**src/rtl/serial_consts.svh**
```systemverilog
// Register offsets, field positions, reset values and timing counts of the serial block.
`ifndef SERIAL_CONSTS_SVH
`define SERIAL_CONSTS_SVH
`define OFF_CTRL_A     8'h00
`define OFF_CTRL_B     8'h04
`define OFF_CTRL_C     8'h08
`define OFF_STAT_A     8'h0C
`define OFF_STAT_B     8'h10
`define OFF_DATA       8'h14
`define CA_SERIAL_ON   6
`define CA_POL_FLIP    5
`define CA_CHAR9       4
`define CB_TXE_IE      7
`define CB_DONE_IE     6
`define CB_RXF_IE      5
`define CB_TX_ON       3
`define CB_RX_ON       2
`define CB_SEND_BRK    0
`define CC_NINTH       7
`define CC_TX8         6
`define SA_TBE         7
`define SA_DONE        6
`define SA_RXF         5
`define SA_OVR         3
`define SA_NOISE       2
`define SA_FRAME       1
`define SB_BRK         1
`define SB_RIP         0
`define CTRL_RESET     8'h00
`define SAMPLE_DIV_DEF 54
`define RT_PER_BIT     16
`define HUNT_ONES      2'h3
`endif

```
**src/rtl/serial_pkg.sv**
```systemverilog
// Types shared by the serial transmitter and receiver.
package serial_pkg;
  typedef enum logic [4:0] {
    TX_IDLE = 5'b00001,
    TX_PRE  = 5'b00010,
    TX_DATA = 5'b00100,
    TX_BRK  = 5'b01000,
    TX_ONE  = 5'b10000
  } tx_state_t;
  typedef enum logic [2:0] {
    RX_HUNT  = 3'b001,
    RX_START = 3'b010,
    RX_BITS  = 3'b100
  } rx_state_t;
endpackage

```
**src/rtl/rx_link_if.sv**
```systemverilog
// Received character report passed from the bit recovery module to the core.
`timescale 1ns/1ps
interface rx_link_if;
  logic       done;
  logic [8:0] data;
  logic       noise;
  logic       frame;
  logic       brk;
  logic       busy;
  modport src (output done, data, noise, frame, brk, busy);
  modport dst (input done, data, noise, frame, brk, busy);
endinterface

```
**src/rtl/rx_recover.sv**
```systemverilog
// Receive bit recovery with 16x oversampling, start verification and noise detection.
`timescale 1ns/1ps
`include "serial_consts.svh"
module rx_recover
  import serial_pkg::*;
(
  input  wire logic mclk,
  input  wire logic rst_n,
  input  wire logic tick,
  input  wire logic rx_pin,
  input  wire logic en,
  input  wire logic char9,
  rx_link_if.src    lk
);
  function automatic logic maj3(input logic [2:0] v);
    return (v[0] & v[1]) | (v[0] & v[2]) | (v[1] & v[2]);
  endfunction
  function automatic logic dis3(input logic [2:0] v);
    return (v != 3'b000) && (v != 3'b111);
  endfunction

  rx_state_t  st;
  logic [3:0] rt;
  logic [3:0] idx;
  logic [1:0] ones;
  logic [1:0] smp;
  logic       prev_bit;
  logic       last_s;
  logic [8:0] sh;
  logic       nz;

  wire [3:0] stop_idx = char9 ? 4'hA : 4'h9;
  wire [2:0] win      = {smp, rx_pin};
  wire       vote     = maj3(win);
  wire       is_stop  = (idx == stop_idx);
  wire       resync   = (st == RX_BITS) && !is_stop && prev_bit && last_s && !rx_pin && (rt > 4'hA);
  wire [8:0] frame_d  = char9 ? sh : {1'b0, sh[8:1]};

  assign lk.data = frame_d;
  assign lk.busy = (st != RX_HUNT);

  always_ff @(posedge mclk or negedge rst_n) begin
    if (!rst_n) begin
      st       <= RX_HUNT;
      rt       <= 4'h0;
      idx      <= 4'h0;
      ones     <= 2'h0;
      smp      <= 2'h0;
      prev_bit <= 1'b0;
      last_s   <= 1'b1;
      sh       <= 9'h000;
      nz       <= 1'b0;
      lk.done  <= 1'b0;
      lk.noise <= 1'b0;
      lk.frame <= 1'b0;
      lk.brk   <= 1'b0;
    end else begin
      lk.done <= 1'b0;
      if (!en) begin
        st   <= RX_HUNT;
        ones <= 2'h0;
      end else if (tick) begin
        last_s <= rx_pin;
        case (st)
          // RULE19 start hunt
          RX_HUNT: begin
            if (rx_pin) begin
              ones <= (ones == `HUNT_ONES) ? ones : ones + 2'h1;
            end else if (ones == `HUNT_ONES) begin
              st <= RX_START;
              rt <= 4'h1;
              nz <= 1'b0;
            end else begin
              ones <= 2'h0;
            end
          end
          RX_START: begin
            rt <= rt + 4'h1;
            if (rt == 4'h2 || rt == 4'h4) begin
              smp <= {smp[0], rx_pin};
            end
            // RULE20 start verification
            if (rt == 4'h6) begin
              if (win[2:1] == 2'b11 || (win[2] ^ win[1]) && rx_pin) begin
                st   <= RX_HUNT;
                ones <= 2'h0;
              end else if (win != 3'b000) begin
                nz <= 1'b1;
              end
            end
            // RULE21 late start noise
            if (rt >= 4'h7 && rt <= 4'h9 && rx_pin) begin
              nz <= 1'b1;
            end
            // RULE18 resync after start
            if (rt == 4'hF) begin
              st       <= RX_BITS;
              rt       <= 4'h0;
              idx      <= 4'h1;
              prev_bit <= 1'b0;
            end
          end
          RX_BITS: begin
            rt <= rt + 4'h1;
            if (rt == 4'h7 || rt == 4'h8) begin
              smp <= {smp[0], rx_pin};
            end
            if (rt == 4'h9) begin
              prev_bit <= vote;
              if (dis3(win)) begin
                nz <= 1'b1;
              end
              // RULE22 stop judgement
              if (is_stop) begin
                st       <= RX_HUNT;
                ones     <= vote ? `HUNT_ONES : 2'h0;
                lk.done  <= 1'b1;
                lk.noise <= nz | dis3(win);
                lk.frame <= !vote;
                // RULE9 break detect
                lk.brk   <= !vote && (frame_d == 9'h000);
              end else begin
                // RULE21 data majority
                sh <= {vote, sh[8:1]};
              end
            end
            // RULE18 resync on falling edge
            if (resync) begin
              rt  <= 4'h1;
              idx <= idx + 4'h1;
            end else if (rt == 4'hF) begin
              rt  <= 4'h0;
              idx <= idx + 4'h1;
            end
          end
          default: st <= RX_HUNT;
        endcase
      end
    end
  end
endmodule

```
**src/rtl/serial_core.sv**
```systemverilog
// Serial transmitter, receiver registers and AHB-Lite register slave.
//
// Overview of operation
// RULE1: each transmission sends an idle preamble, then start bit, data, stop bit; the code sends the preamble only after tx_on rises.
// RULE2: software enables serial_on, then tx_on, then writes data.
// RULE3: tx_buffer_empty clears only by status_reg_a read then data_buffer write.
// RULE4: buffer handoff sets tx_buffer_empty; with tx_empty_irq_en it raises tx_irq.
// RULE5: tx_pin idles high when no character is shifting.
// RULE6: clearing serial_on releases the tx pin and stops the receiver.
// RULE7: while send_break is set, all-zero break characters repeat at character length.
// RULE8: after send_break clears, finish the break then send at least one 1.
// RULE9: start, eight or nine zero data bits and zero stop means break.
// RULE10: break sets framing_fault, rx_full, break_seen and zeroes data and ninth_bit.
// RULE11: idle character is all ones of character length and forms the preamble.
// RULE12: tx_on cleared ends output after the character; toggling it queues idle.
// RULE13: software restores tx_on before the stop bit leaves when queueing idle.
// RULE14: output_polarity_flip inverts every level on tx_pin.
// RULE15: shift_done shows shifter and buffer empty, no break or idle; done_irq_en interrupts.
// RULE16: ninth_bit holds bit 8 in nine-bit mode, else a copy of bit 7.
// RULE17: a full character moves to data_buffer and sets rx_full; rx_full_irq_en interrupts.
// RULE18: receiver samples at sixteen ticks per bit, resyncs at start and falling edges.
// RULE19: start hunt needs a zero after three ones, then tick count starts.
// RULE20: samples 3, 5, 7 verify start; two ones reject, one one flags noise.
// RULE21: data bits take majority of samples 8, 9, 10; disagreement flags noise.
// RULE22: stop bit majority zero flags framing, disagreement flags noise.
//
// Register access over AHB-Lite and the address map were left to the implementer.
`timescale 1ns/1ps
`include "serial_consts.svh"
module serial_core
  import serial_pkg::*;
#(
  parameter int SAMPLE_DIV = `SAMPLE_DIV_DEF
) (
  input  wire logic        mclk,
  input  wire logic        rst_n,
  input  wire logic        hsel,
  input  wire logic [31:0] haddr,
  input  wire logic [1:0]  htrans,
  input  wire logic        hwrite,
  input  wire logic [2:0]  hsize,
  input  wire logic [31:0] hwdata,
  input  wire logic        hready,
  output logic             hreadyout,
  output logic             hresp,
  output logic      [31:0] hrdata,
  output logic             tx_pin,
  output logic             tx_pin_oe,
  input  wire logic        rx_pin,
  output logic             tx_irq,
  output logic             rx_irq
);

  if (SAMPLE_DIV < 2 || SAMPLE_DIV > 65535) begin : g_chk
    $error("SAMPLE_DIV must be between 2 and 65535");
  end

  //////////////////////////////////////////////////////////////////////////////
  // Sample tick and bit tick dividers.

  logic [15:0] div_cnt;
  logic [3:0]  tx_rt;

  wire sample_tick = (div_cnt == 16'(SAMPLE_DIV - 1));
  wire bit_tick    = sample_tick && (tx_rt == 4'(`RT_PER_BIT - 1));

  always_ff @(posedge mclk or negedge rst_n) begin
    if (!rst_n) begin
      div_cnt <= 16'h0000;
    end else if (sample_tick) begin
      div_cnt <= 16'h0000;
    end else begin
      div_cnt <= div_cnt + 16'h0001;
    end
  end

  always_ff @(posedge mclk or negedge rst_n) begin
    if (!rst_n) begin
      tx_rt <= 4'h0;
    end else if (sample_tick) begin
      tx_rt <= tx_rt + 4'h1;
    end
  end

  //////////////////////////////////////////////////////////////////////////////
  // Register state.

  logic [7:0] ctrl_a;
  logic [7:0] ctrl_b;
  logic       tx_bit8;
  logic [7:0] tx_data;
  logic [7:0] rx_data;
  logic       ninth_bit;
  logic       tx_buffer_empty;
  logic       shift_done;
  logic       rx_full;
  logic       overrun;
  logic       noise_flag;
  logic       framing_fault;
  logic       break_seen;
  logic       arm_a;
  logic       arm_b;
  rx_link_if  lk ();

  wire serial_on            = ctrl_a[`CA_SERIAL_ON];
  wire output_polarity_flip = ctrl_a[`CA_POL_FLIP];
  wire char9                = ctrl_a[`CA_CHAR9];
  wire tx_empty_irq_en      = ctrl_b[`CB_TXE_IE];
  wire done_irq_en          = ctrl_b[`CB_DONE_IE];
  wire rx_full_irq_en       = ctrl_b[`CB_RXF_IE];
  wire tx_on                = ctrl_b[`CB_TX_ON];
  wire rx_on                = ctrl_b[`CB_RX_ON];
  wire send_break           = ctrl_b[`CB_SEND_BRK];

  //////////////////////////////////////////////////////////////////////////////
  // AHB-Lite slave: zero wait states, always OKAY, reads captured at address phase.

  logic       wr_pend;
  logic [7:0] wr_off;

  wire       ahb_go  = hsel && htrans[1] && hready;
  wire       a_map   = (haddr[31:8] == 24'h000000) && (haddr[1:0] == 2'b00);
  wire [7:0] a_off   = a_map ? haddr[7:0] : 8'hFF;
  wire       rd_go   = ahb_go && !hwrite;
  wire       rd_sa   = rd_go && (a_off == `OFF_STAT_A);
  wire       rd_sb   = rd_go && (a_off == `OFF_STAT_B);
  wire       rd_dat  = rd_go && (a_off == `OFF_DATA);
  wire       we_ca   = wr_pend && (wr_off == `OFF_CTRL_A);
  wire       we_cb   = wr_pend && (wr_off == `OFF_CTRL_B);
  wire       we_cc   = wr_pend && (wr_off == `OFF_CTRL_C);
  wire       we_dat  = wr_pend && (wr_off == `OFF_DATA);
  wire [7:0] stat_a  = {tx_buffer_empty, shift_done, rx_full, 1'b0,
                        overrun, noise_flag, framing_fault, 1'b0};
  wire [7:0] stat_b  = {6'h00, break_seen, lk.busy};
  wire [7:0] ctrl_c  = {ninth_bit, tx_bit8, 6'h00};
  wire [7:0] rd_mux  = (a_off == `OFF_CTRL_A) ? ctrl_a :
                       (a_off == `OFF_CTRL_B) ? ctrl_b :
                       (a_off == `OFF_CTRL_C) ? ctrl_c :
                       (a_off == `OFF_STAT_A) ? stat_a :
                       (a_off == `OFF_STAT_B) ? stat_b :
                       (a_off == `OFF_DATA)   ? rx_data : 8'h00;

  assign hreadyout = 1'b1;
  assign hresp     = 1'b0;

  always_ff @(posedge mclk or negedge rst_n) begin
    if (!rst_n) begin
      wr_pend <= 1'b0;
      wr_off  <= 8'h00;
      hrdata  <= 32'h00000000;
    end else begin
      wr_pend <= ahb_go && hwrite;
      wr_off  <= a_off;
      if (rd_go) begin
        hrdata <= {24'h000000, rd_mux};
      end
    end
  end

  always_ff @(posedge mclk or negedge rst_n) begin
    if (!rst_n) begin
      ctrl_a  <= `CTRL_RESET;
      ctrl_b  <= `CTRL_RESET;
      tx_bit8 <= 1'b0;
      tx_data <= 8'h00;
    end else begin
      if (we_ca) begin
        ctrl_a <= hwdata[7:0];
      end
      if (we_cb) begin
        ctrl_b <= hwdata[7:0];
      end
      if (we_cc) begin
        tx_bit8 <= hwdata[`CC_TX8];
      end
      if (we_dat) begin
        tx_data <= hwdata[7:0];
      end
    end
  end

  //////////////////////////////////////////////////////////////////////////////
  // Transmitter.

  tx_state_t   tx_state;
  logic [10:0] tx_sh;
  logic [3:0]  tx_left;
  logic        preamble_due;
  logic        one_due;
  logic        tx_on_q;

  wire [3:0]  char_bits = char9 ? 4'hB : 4'hA;
  wire [10:0] data_word = char9 ? {1'b1, tx_bit8, tx_data, 1'b0} : {2'b11, tx_data, 1'b0};
  wire        tx_end    = bit_tick && (tx_left <= 4'h1);
  wire        may_load  = tx_end && serial_on;
  wire        ld_brk    = may_load && send_break;
  wire        ld_one    = may_load && !send_break && one_due;
  wire        ld_pre    = may_load && !send_break && !one_due && tx_on && preamble_due;
  wire        ld_dat    = may_load && !send_break && !one_due && tx_on && !preamble_due && !tx_buffer_empty;
  wire        tx_line   = (tx_left == 4'h0) ? 1'b1 : tx_sh[0];

  always_ff @(posedge mclk or negedge rst_n) begin
    if (!rst_n) begin
      tx_on_q      <= 1'b0;
      preamble_due <= 1'b0;
      one_due      <= 1'b0;
    end else begin
      tx_on_q <= tx_on;
      // RULE12 toggle queues idle
      if (tx_on && !tx_on_q) begin
        preamble_due <= 1'b1;
      end else if (ld_pre) begin
        preamble_due <= 1'b0;
      end
      // RULE8 trailing one after break
      if (ld_brk) begin
        one_due <= 1'b1;
      end else if (ld_one) begin
        one_due <= 1'b0;
      end
    end
  end

  always_ff @(posedge mclk or negedge rst_n) begin
    if (!rst_n) begin
      tx_state <= TX_IDLE;
      tx_sh    <= 11'h7FF;
      tx_left  <= 4'h0;
    end else if (tx_end) begin
      if (ld_brk) begin
        // RULE7 break character
        tx_state <= TX_BRK;
        tx_sh    <= 11'h000;
        tx_left  <= char_bits;
      end else if (ld_one) begin
        tx_state <= TX_ONE;
        tx_sh    <= 11'h7FF;
        tx_left  <= 4'h1;
      end else if (ld_pre) begin
        // RULE11 idle preamble
        tx_state <= TX_PRE;
        tx_sh    <= 11'h7FF;
        tx_left  <= char_bits;
      end else if (ld_dat) begin
        // RULE1 framed data
        tx_state <= TX_DATA;
        tx_sh    <= data_word;
        tx_left  <= char_bits;
      end else begin
        // RULE12 idle after character
        tx_state <= TX_IDLE;
        tx_sh    <= 11'h7FF;
        tx_left  <= 4'h0;
      end
    end else if (bit_tick) begin
      tx_sh   <= {1'b1, tx_sh[10:1]};
      tx_left <= tx_left - 4'h1;
    end
  end

  always_ff @(posedge mclk or negedge rst_n) begin
    if (!rst_n) begin
      tx_pin    <= 1'b1;
      tx_pin_oe <= 1'b0;
    end else begin
      // RULE5 idle high, RULE14 polarity
      tx_pin    <= tx_line ^ output_polarity_flip;
      // RULE6 release pin
      tx_pin_oe <= serial_on;
    end
  end

  //////////////////////////////////////////////////////////////////////////////
  // Transmitter flags.

  wire clr_tx = we_dat && arm_a;

  always_ff @(posedge mclk or negedge rst_n) begin
    if (!rst_n) begin
      tx_buffer_empty <= 1'b1;
      shift_done      <= 1'b1;
    end else begin
      // RULE4 handoff sets empty, RULE3 clear sequence
      if (ld_dat) begin
        tx_buffer_empty <= 1'b1;
      end else if (clr_tx) begin
        tx_buffer_empty <= 1'b0;
      end
      // RULE15 transmission complete
      shift_done <= (tx_state == TX_IDLE) && (tx_left == 4'h0) && tx_buffer_empty && !clr_tx
                    && !send_break && !one_due && !preamble_due;
    end
  end

  //////////////////////////////////////////////////////////////////////////////
  // Receiver and receive flags.

  rx_recover u_rx (
    .mclk  (mclk),
    .rst_n (rst_n),
    .tick  (sample_tick),
    .rx_pin(rx_pin),
    .en    (serial_on && rx_on),
    .char9 (char9),
    .lk    (lk.src)
  );

  wire clr_rx  = rd_dat && arm_a;
  wire clr_brk = rd_dat && arm_b;
  wire rx_take = lk.done && (!rx_full || clr_rx);

  always_ff @(posedge mclk or negedge rst_n) begin
    if (!rst_n) begin
      arm_a <= 1'b0;
      arm_b <= 1'b0;
    end else begin
      if (rd_sa) begin
        arm_a <= 1'b1;
      end else if (rd_dat || we_dat) begin
        arm_a <= 1'b0;
      end
      if (rd_sb) begin
        arm_b <= 1'b1;
      end else if (rd_dat || we_dat) begin
        arm_b <= 1'b0;
      end
    end
  end

  always_ff @(posedge mclk or negedge rst_n) begin
    if (!rst_n) begin
      rx_data   <= 8'h00;
      ninth_bit <= 1'b0;
    end else if (rx_take) begin
      // RULE10 break zeroes data, RULE16 ninth bit
      rx_data   <= lk.brk ? 8'h00 : lk.data[7:0];
      ninth_bit <= lk.brk ? 1'b0 : (char9 ? lk.data[8] : lk.data[7]);
    end
  end

  always_ff @(posedge mclk or negedge rst_n) begin
    if (!rst_n) begin
      rx_full       <= 1'b0;
      overrun       <= 1'b0;
      noise_flag    <= 1'b0;
      framing_fault <= 1'b0;
      break_seen    <= 1'b0;
    end else begin
      // RULE17 receive full
      rx_full       <= rx_take || (rx_full && !clr_rx);
      overrun       <= (lk.done && !rx_take) || (overrun && !clr_rx);
      noise_flag    <= (rx_take && lk.noise) || (noise_flag && !clr_rx);
      // RULE22 framing, RULE10 break flags
      framing_fault <= (rx_take && lk.frame) || (framing_fault && !clr_rx);
      break_seen    <= (rx_take && lk.brk) || (break_seen && !clr_brk);
    end
  end

  //////////////////////////////////////////////////////////////////////////////
  // Interrupt requests.

  // RULE4 empty request, RULE15 done request
  assign tx_irq = (tx_buffer_empty && tx_empty_irq_en) || (shift_done && done_irq_en);
  // RULE17 receive request
  assign rx_irq = rx_full && rx_full_irq_en;

endmodule

```
**config.mk**
```make
export PLATFORM = sky130hd
export DESIGN_NAME = serial_core
export DESIGN_NICKNAME = d
export VERILOG_FILES = /design/src/rtl/serial_pkg.sv /design/src/rtl/rx_link_if.sv /design/src/rtl/rx_recover.sv /design/src/rtl/serial_core.sv
export VERILOG_INCLUDE_DIRS = /design/src /design/src/rtl
export SDC_FILE = /design/constraint.sdc
export NUM_CORES = 1
export LEC_CHECK = 0
export ABC_CLOCK_PERIOD_IN_PS = 4000
export BUFFER_PORTS_ARGS = -buffer_cell sky130_fd_sc_hd__buf_2
export CAP_MARGIN = 20
export CORE_UTILIZATION = 55
export DETAILED_ROUTE_END_ITERATION = 12
export GPL_ROUTABILITY_DRIVEN = 1
export GPL_TIMING_DRIVEN = 1
export PLACE_DENSITY = 0.78
export SYNTH_ARGS = -nofsm -noshare
export SYNTH_HDL_FRONTEND = slang
export SYNTH_HIERARCHICAL = 1
export SYNTH_SLANG_ARGS = --single-unit
```
**constraint.sdc**
```tcl
create_clock -name mclk -period 4 [get_ports mclk]
set_input_delay 0.4 -clock mclk [delete_from_list [all_inputs] [get_ports mclk]]
set_output_delay 0.4 -clock mclk [all_outputs]
set_load 0.03 [all_outputs]
```
==> results of run 1 <==
## power breakdown
part	leakage [nW]	internal, W	switching [W]
Clock	0.304	0.00103	0.000585
Sequential	1.66	0.00138	0.00000728
Combinational	1.71	0.0000369	0.0000986
## layer usage
layer	GRT usage [%]	up-vias
li1	-	2546
met1	32.4	2671
met2	41.5	176
met3	5.81	29
met4	9.15	0
met5	0	-
## placed cells by master, fill, tap and decap left out, types with 7 or more instances in the layout
cell type	count
dfrtp_1	119
nand2_1	82
buf_2	57
mux2_2	41
nor2_1	38
o21ai_0	35
conb_1	26
inv_1	25
nand3_1	24
a21oi_1	23
nor2b_1	17
clkbuf_16	17
dfstp_2	17
ha_1	14
xnor2_1	13
o31ai_1	13
or3_1	11
nor3_1	10
nor4_1	9
and3_1	8
mux2_4	8
mux2i_1	8
and2_1	7
nand4_1	7
a21o_1	7
## stage by stage
step           setup slack, ps  utilization, %  cell area [um2]
2_1_floorplan             1290               -             7240
3_3_place_gp              1360            59.1             7450
3_5_place_dp              1260            59.1             7450
4_1_cts                   1260            64.0             8080
5_1_grt                   1080            64.0             8080
6_report                  1250            64.0             8080
## sequential cells by signal (all words and copies together), names as in the netlist, 2 cells and up
signal	count
u_rx/st	3
u_rx/rt	4
wr_off	8
div_cnt	16
ctrl_b	8
u_rx/idx	4
tx_sh	11
ctrl_a	8
hrdata	8
tx_state	5
tx_rt	4
tx_data	8
u_rx/sh	9
rx_data	8
u_rx/smp	2
tx_left	4
u_rx/ones	2
## cells by family (layout without fill, tap and decap cells)
group | after synthesis | after routing
AND/OR/NAND/NOR | 253 | 253
AO/OA/AOI/OAI | 136 | 136
flip-flops | 136 | 136
buffers and inverters | 80 | 120
multiplexers | 57 | 57
XOR/XNOR | 19 | 19
adder cells (fa/ha/maj) | 14 | 14
other | 2 | 26
## worst register-to-register path, delay by kind of cell, from the launching register on
kind | cells | cell delay (ps)
and+or+nand+nor | 4 | 1680
DFF | 1 | 400
muxes | 1 | 340
adders and majority gates | 1 | 160
buffers and inverters | 1 | 70
## path summary, 6_finish.rpt
check / start / to / slack [ps] / depth (start not counted)
max: div_cnt[1]$_DFF_PN0_ / u_rx/lk.frame$_DFFE_PN0P_ / 1250 / 7
min: hwdata[3] / tx_data[3]$_DFFE_PN0P_ / 230 / 3
max reg2reg: div_cnt[1]$_DFF_PN0_ / u_rx/lk.frame$_DFFE_PN0P_ / 1250 / 7
min reg2reg: tx_on_q$_DFF_PN0_ / preamble_due$_DFFE_PN0P_ / 430 / 1
max in group asynchronous: rst_n / tx_pin$_DFF_PN1_ / 2530 / 3
min in group asynchronous: rst_n / tx_data[0]$_DFFE_PN0P_ / 560 / 2
## repair_timing
item / 4_1_cts / 5_1_grt
hold buffers: 1 / 0
endpoints found under the hold margin: 24 / 0
buffers inserted: 0 / 0
## final cells by class
cell class / count / share of cell area, %
inverters: 25 / 1.16
clock buffers: 22 / 5.87
multi-input cells: 505 / 42.0
well taps: 172 / 2.66
clock inverters: 10 / 1.78
repair buffers: 63 / 4.16
flip-flops and latches: 136 / 42.4
==> out/results.ini, run 1 <==
[status]
outcome=completed

[logic_synthesis]
synth-compound-area-share_pct=13.1
synthSimpleGateAreaFrac_pct=19.0
synthXorXnorAreaFrac_pct=2.33
async_flop_share_pct=100
yosysSeqAreaShare_pct=47.9
synth_largest_area_cell=dfrtp_1
synth_edf_count=0
synthAdderAreaFrac_pct=2.45
avgSynthCellArea_um2=10.3
synth_top_area_share_pct=41.7
ys_seq_elements=136
netlist_area_um2=7150
synth_cells=697
ys_types=77
synthTopCellsByCount=dfrtp_1, nand2_1, mux2_2
yosys_warnings=6
ys.flop_type=dfrtp_1
synth_top_family_by_area=simple AND/OR/NAND/NOR gates
synthMuxAreaShare_pct=9.26
yosysMostFrequentCell=dfrtp_1
synthTopCellsByArea=dfrtp_1, mux2_2, dfstp_2, nand2_1, buf_4

[sta]
fin_crit_ps=2750
slew_viol_final=0
hold_viol=0
finalSetupViolCount=0
maxSlewHeadroom_pct=37.2
skew_ps=7.54
tightest_slew_ps=935
hold-worst-slack_ps=230
tns_ps=0
fmax_mhz=363
finalCritPeriodShare_pct=68.9
rsz0062_at_grt=false

[power_and_ir_drop]
cellPowerDensity_nw_per_um2=389
power_w=0.00314
ir_drop_mv=0.302
leakagePower_nw=3.67

[min_path]
hp-class=primary input to flop

[drt]
wl_per_cell_um=17.0
drc=0
via_per_inst=5.81
wl_met3_um=789
drt_iter0_drc=434
firstDrtPassIters=5
met1_length_um=6790
ant_nets=0
via_count=5422
wirelength_um=15800
wl_met2_um=7960
top_layer_used=met4

[cts]
clk_pin_slew_ps=60
clockBufferDepth=2
clk_latency_ps=420
post_cts_resized=0
cts_sinks=136
cts_buffers=17
cts_max_level=4
cts_tree=built
cts_root_buffer=clkbuf_16

[floorplanning]
fp.dieArea_um2=13500
coreArea_um2=12600
initial_core_util_pct=56.6
num_rows=41
die_h_um=116
die_w_um=116
io_pins=113

[cells_and_area]
areaGrowthSynthToFinish_pct=13.1
fillers=1000
instances_no_fill=933
regArea_um2=3420
final_layout_size_suffix_gt1_share_pct=22.9
final_nets=837
multi_input_area_um2=3390
antenna_cells=0

[grt]
grt_max_degree=68
grt_usage_pct=25.1
grt_pass1_wl_um=25900
grt_pass1_vias=5286
antenna_found_initial=0
gr-total-overflow=0

[critical_path]
cp-start-kind=flop
worst_setup_path_end_kind=flop
worstPathRequired_ps=4300
critical_path.cell_chain=inv_1 -> ha_1 -> nor4b_1 -> and4_1 -> nand2_1 -> or4_1 -> mux2_4
cp_max_fo=9
critPathArrivalTime_ps=3060
max_stage_delay_ps=680
crit_family=simple AND/OR/NAND/NOR gates
crit_slowest_cell=or4_1
crit_type=flop to flop
cp.buffers_inverters=1

[place]
dp_hpwl_um=10900
place_congestion=0.886
io_buffers=58
placedCellCount=900

[run]
cap_violations=0

Note: power is estimated with default switching activity, not from simulation.
==> inputs of run 2 (changes only) <==
--- a/config.mk
+++ b/config.mk
@@ -6,14 +6,15 @@
 export SDC_FILE = /design/constraint.sdc
 export NUM_CORES = 1
 export LEC_CHECK = 0
-export ABC_CLOCK_PERIOD_IN_PS = 4000
+export ABC_AREA = 1
+export ABC_CLOCK_PERIOD_IN_PS = 2500
 export BUFFER_PORTS_ARGS = -buffer_cell sky130_fd_sc_hd__buf_2
 export CAP_MARGIN = 20
-export CORE_UTILIZATION = 55
+export CORE_UTILIZATION = 52
 export DETAILED_ROUTE_END_ITERATION = 12
 export GPL_ROUTABILITY_DRIVEN = 1
 export GPL_TIMING_DRIVEN = 1
-export PLACE_DENSITY = 0.78
+export PLACE_DENSITY = 0.77
 export SYNTH_ARGS = -nofsm -noshare
 export SYNTH_HDL_FRONTEND = slang
 export SYNTH_HIERARCHICAL = 1
==> constraint.sdc (replaced) <==
create_clock -name mclk -period 2.5 [get_ports mclk]
set_input_delay 0.25 -clock mclk [delete_from_list [all_inputs] [get_ports mclk]]
set_output_delay 0.25 -clock mclk [all_outputs]
set_load 0.03 [all_outputs]
==> run 2 against run 1 <==
Worst setup slack got worse by 1000 ps. Highest routed layer unchanged. Design area increased by 5.7%. Synthesized cell count increased by 42%. Via count increased by 16%. Core utilization decreased by 3.0 points. First-iteration DRC count decreased by 9.4%. Combinational power increased by 24%. Synthesized area increased by 5.1%. Sequential power increased by 58%. Critical path type unchanged.
==> out/results.ini, run 2 <==
[status]
outcome=completed

[floorplanning]
initial_core_util_pct=53.7  ; -2.9 points
die_h_um=122  ; +5.4%
coreArea_um2=14000  ; +11%
num_rows=43  ; +4.9%
fp.dieArea_um2=14900  ; +11%
die_w_um=122  ; +5.4%
io_pins=113  ; unchanged

[drt]
firstDrtPassIters=5  ; unchanged
ant_nets=0  ; unchanged
via_per_inst=5.01  ; -14%
drc=0  ; unchanged
drt_iter0_drc=393  ; -9.4%
wirelength_um=15700  ; -0.68%
wl_per_cell_um=12.6  ; -26%
via_count=6265  ; +16%

[cts]
clockBufferDepth=2  ; unchanged
clk_pin_slew_ps=60  ; about the same
cts_root_buffer=clkbuf_16
clk_latency_ps=430  ; about the same
cts_buffers=17  ; unchanged
cts_tree=built
cts_sinks=136  ; unchanged
cts_max_level=4  ; unchanged

[cells_and_area]
final_common_cell=nand2_1
fin_area_um2=8540  ; +5.7%
instances_no_fill=1251  ; +34%
final_util_pct=61.1  ; -3.0 points
reg.largest.list=div_cnt (16), tx_sh (11), u_rx/sh (9)
layout_common_cells=nand2_1, inv_1, nor2_1
antenna_cells=0  ; unchanged
largest_register=div_cnt
fillers=1249  ; +25%
final_nets=1147  ; +37%
final_layout_size_suffix_gt1_share_pct=16.1  ; -6.8 points
largest_reg_flops=16  ; unchanged
areaGrowthSynthToFinish_pct=13.7

[sta]
slew_viol_final=0  ; unchanged
maxSlewHeadroom_pct=63.4  ; +26 points
fin_crit_ps=2260  ; -495 ps
finalSetupViolCount=0  ; unchanged
fmax_mhz=443  ; +22%
tns_ps=0  ; unchanged
rsz0062_at_grt=false
skew_ps=9.62  ; +2.08 ps
tightest_slew_ps=549  ; -386 ps
finalCritPeriodShare_pct=90.4  ; +22 points
hold_viol=0  ; unchanged

[power_and_ir_drop]
ir_drop_mv=0.529  ; +75%
cellPowerDensity_nw_per_um2=569  ; +46%
leakagePower_nw=4.46  ; +21%

[critical_path]
critPathArrivalTime_ps=2620  ; -440 ps
cp_max_fo=10  ; +1
max_stage_delay_ps=390  ; -290 ps
critical_path.cell_chain=inv_1 -> ha_1 -> nand3_1 -> nor2_1 -> nand2_1 -> nor2_1 -> nand4_1 -> nor2_1 -> nand4_1 -> nand3_2 -> nand3_1 -> nand2_1 -> inv_1
worst_setup_path_end_kind=flop
cpMostUsedCell=nor2_1
r2r-start=div_cnt[1]$_DFF_PN0_
cp-startpoint=div_cnt[1]$_DFF_PN0_
crit_type=flop to flop
cp-start-kind=flop
cp.buffers_inverters=2  ; +1
worstPathRequired_ps=2860  ; -1440 ps
crit_family=simple AND/OR/NAND/NOR gates
crit_slowest_cell=dfrtp_1

[logic_synthesis]
synthTopCellsByCount=nand2_1, inv_1, nor2_1
ys_types=45  ; -42%
yosysSeqAreaShare_pct=45.6  ; -2.3 points
async_flop_share_pct=100  ; unchanged
synthTopCellsByArea=dfrtp_1, nand2_1, inv_1, nor2_1, dfstp_2
yosysMostFrequentCell=nand2_1
yosys_warnings=6  ; unchanged
avgSynthCellArea_um2=7.61  ; -26%
synth_top_area_share_pct=39.6  ; -2.0 points
synth_cells=987  ; +42%
synth_largest_area_cell=dfrtp_1
ys_seq_elements=136  ; unchanged
ys.flop_type=dfrtp_1
synth_edf_count=0  ; unchanged
netlist_area_um2=7510  ; +5.1%

[min_path]
min-delay-start=hwrite
hp-class=primary input to flop

[run]
cap_violations=0  ; unchanged

[grt]
grt_pass1_wl_um=27000  ; +4.4%
antenna_found_initial=0  ; unchanged
grt_pass1_vias=5898  ; +12%
gr-total-overflow=0  ; unchanged
grt_max_degree=58  ; -15%
grt_usage_pct=23.2  ; -1.9 points

[place]
io_buffers=58  ; unchanged
dpl_cell_area_um2=7940  ; +6.5%
dp_hpwl_um=11500  ; +6.2%
placedCellCount=1218  ; +35%
place_congestion=0.912  ; +2.9%

==> run 2: cell count changes in the layout (fill, tap and decap cells not counted), sizes merged, moves of 11 or more <==
| cell | before | now |
|---|---|---|
| nand2 | 82 | 272 |
| inv | 25 | 146 |
| nor2 | 38 | 134 |
| nand3 | 24 | 88 |
| mux2 | 49 | 0 |
| o21ai | 36 | 77 |
| nor2b | 17 | 0 |
| o31ai | 13 | 0 |
| a21oi | 23 | 12 |
| or3 | 11 | 0 |
==> run 2: what timing repair did <==
action,CTS,global route
resized for setup,0,2
setup buffers,0,0
endpoints found under the hold margin,53,0
hold buffers,1,0
endpoints found under the setup margin,0,7
==> run 2: area by class of cell <==
type                    instances  area (um2)  area share, %
flip-flops and latches        136        3420           40.1
multi-input cells             690        3370           39.4
inverters                     144         541           6.33
clock buffers                  19         443           5.19
repair buffers                 69         394           4.61
well taps                     180         225           2.64
clock inverters                13         145           1.70
==> run 2: kinds of logic (layout without fill, tap and decap cells) <==
kind of cell / Yosys count / in the layout / synth area share (%)
xor+xnor: 13 / 13 / 1.52
fa+ha+maj: 14 / 14 / 2.33
simple gates: 536 / 536 / 31.8
buf+inv: 185 / 245 / 11.0
other cells: 2 / 26 / 0.0999
flops: 136 / 136 / 45.6
compound gates: 101 / 101 / 7.73
==> run 2: worst paths after layout <==
check	endpoint	slack [ps]	cells past startpoint
min in group asynchronous	u_rx/rt[2]$_DFFE_PN0P_	370	2
worst max-delay path	tx_sh[1]$_DFFE_PN1P_	240	13
worst min register to register	preamble_due$_DFFE_PN0P_	440	1
max in group asynchronous	tx_sh[0]$_DFFE_PN1P_	1410	3
worst max register to register	tx_sh[1]$_DFFE_PN1P_	240	13
worst min-delay path	wr_pend$_DFF_PN0_	40	3
==> run 2: routing by layer <==
layer / GRT usage (%) / routed length, um / up-vias
met5: 0 / 0 / -
met4: 8.69 / 312 / 0
met3: 5.62 / 599 / 29
met2: 37.7 / 7630 / 110
met1: 30.1 / 7180 / 2927
li1: - / - / 3199
==> run 2: worst reg2reg max path, cell delays in order, from the launching register on <==
cell and delay, ps:
dfrtp_1 390, inv_1 60, ha_1 170, nand3_1 90
nor2_1 110, nand2_1 120, nor2_1 240, nand4_1 190
nor2_1 130, nand4_1 220, nand3_2 260, nand3_1 110
nand2_1 70, inv_1 40
==> run 2: power breakdown <==
group | internal (W) | total [W] | switching, W
clock network | 0.00150 | 0.00248 | 0.000982
registers | 0.00220 | 0.00220 | 0.000000505
logic | 0.0000397 | 0.000168 | 0.000129
total | 0.00375 | 0.00486 | 0.00111
==> run 2: metrics by stage <==
stage | hold slack (ps) | total power, W | setup WS [ps]
3_3_place_gp | 255 | 0.00241 | 232
2_1_floorplan | -45.6 | 0.00235 | 661
3_5_place_dp | 252 | 0.00241 | 152
5_1_grt | 48.8 | 0.00503 | 7.00
6_report | 44.6 | 0.00486 | 240
4_1_cts | 27.0 | 0.00491 | 250
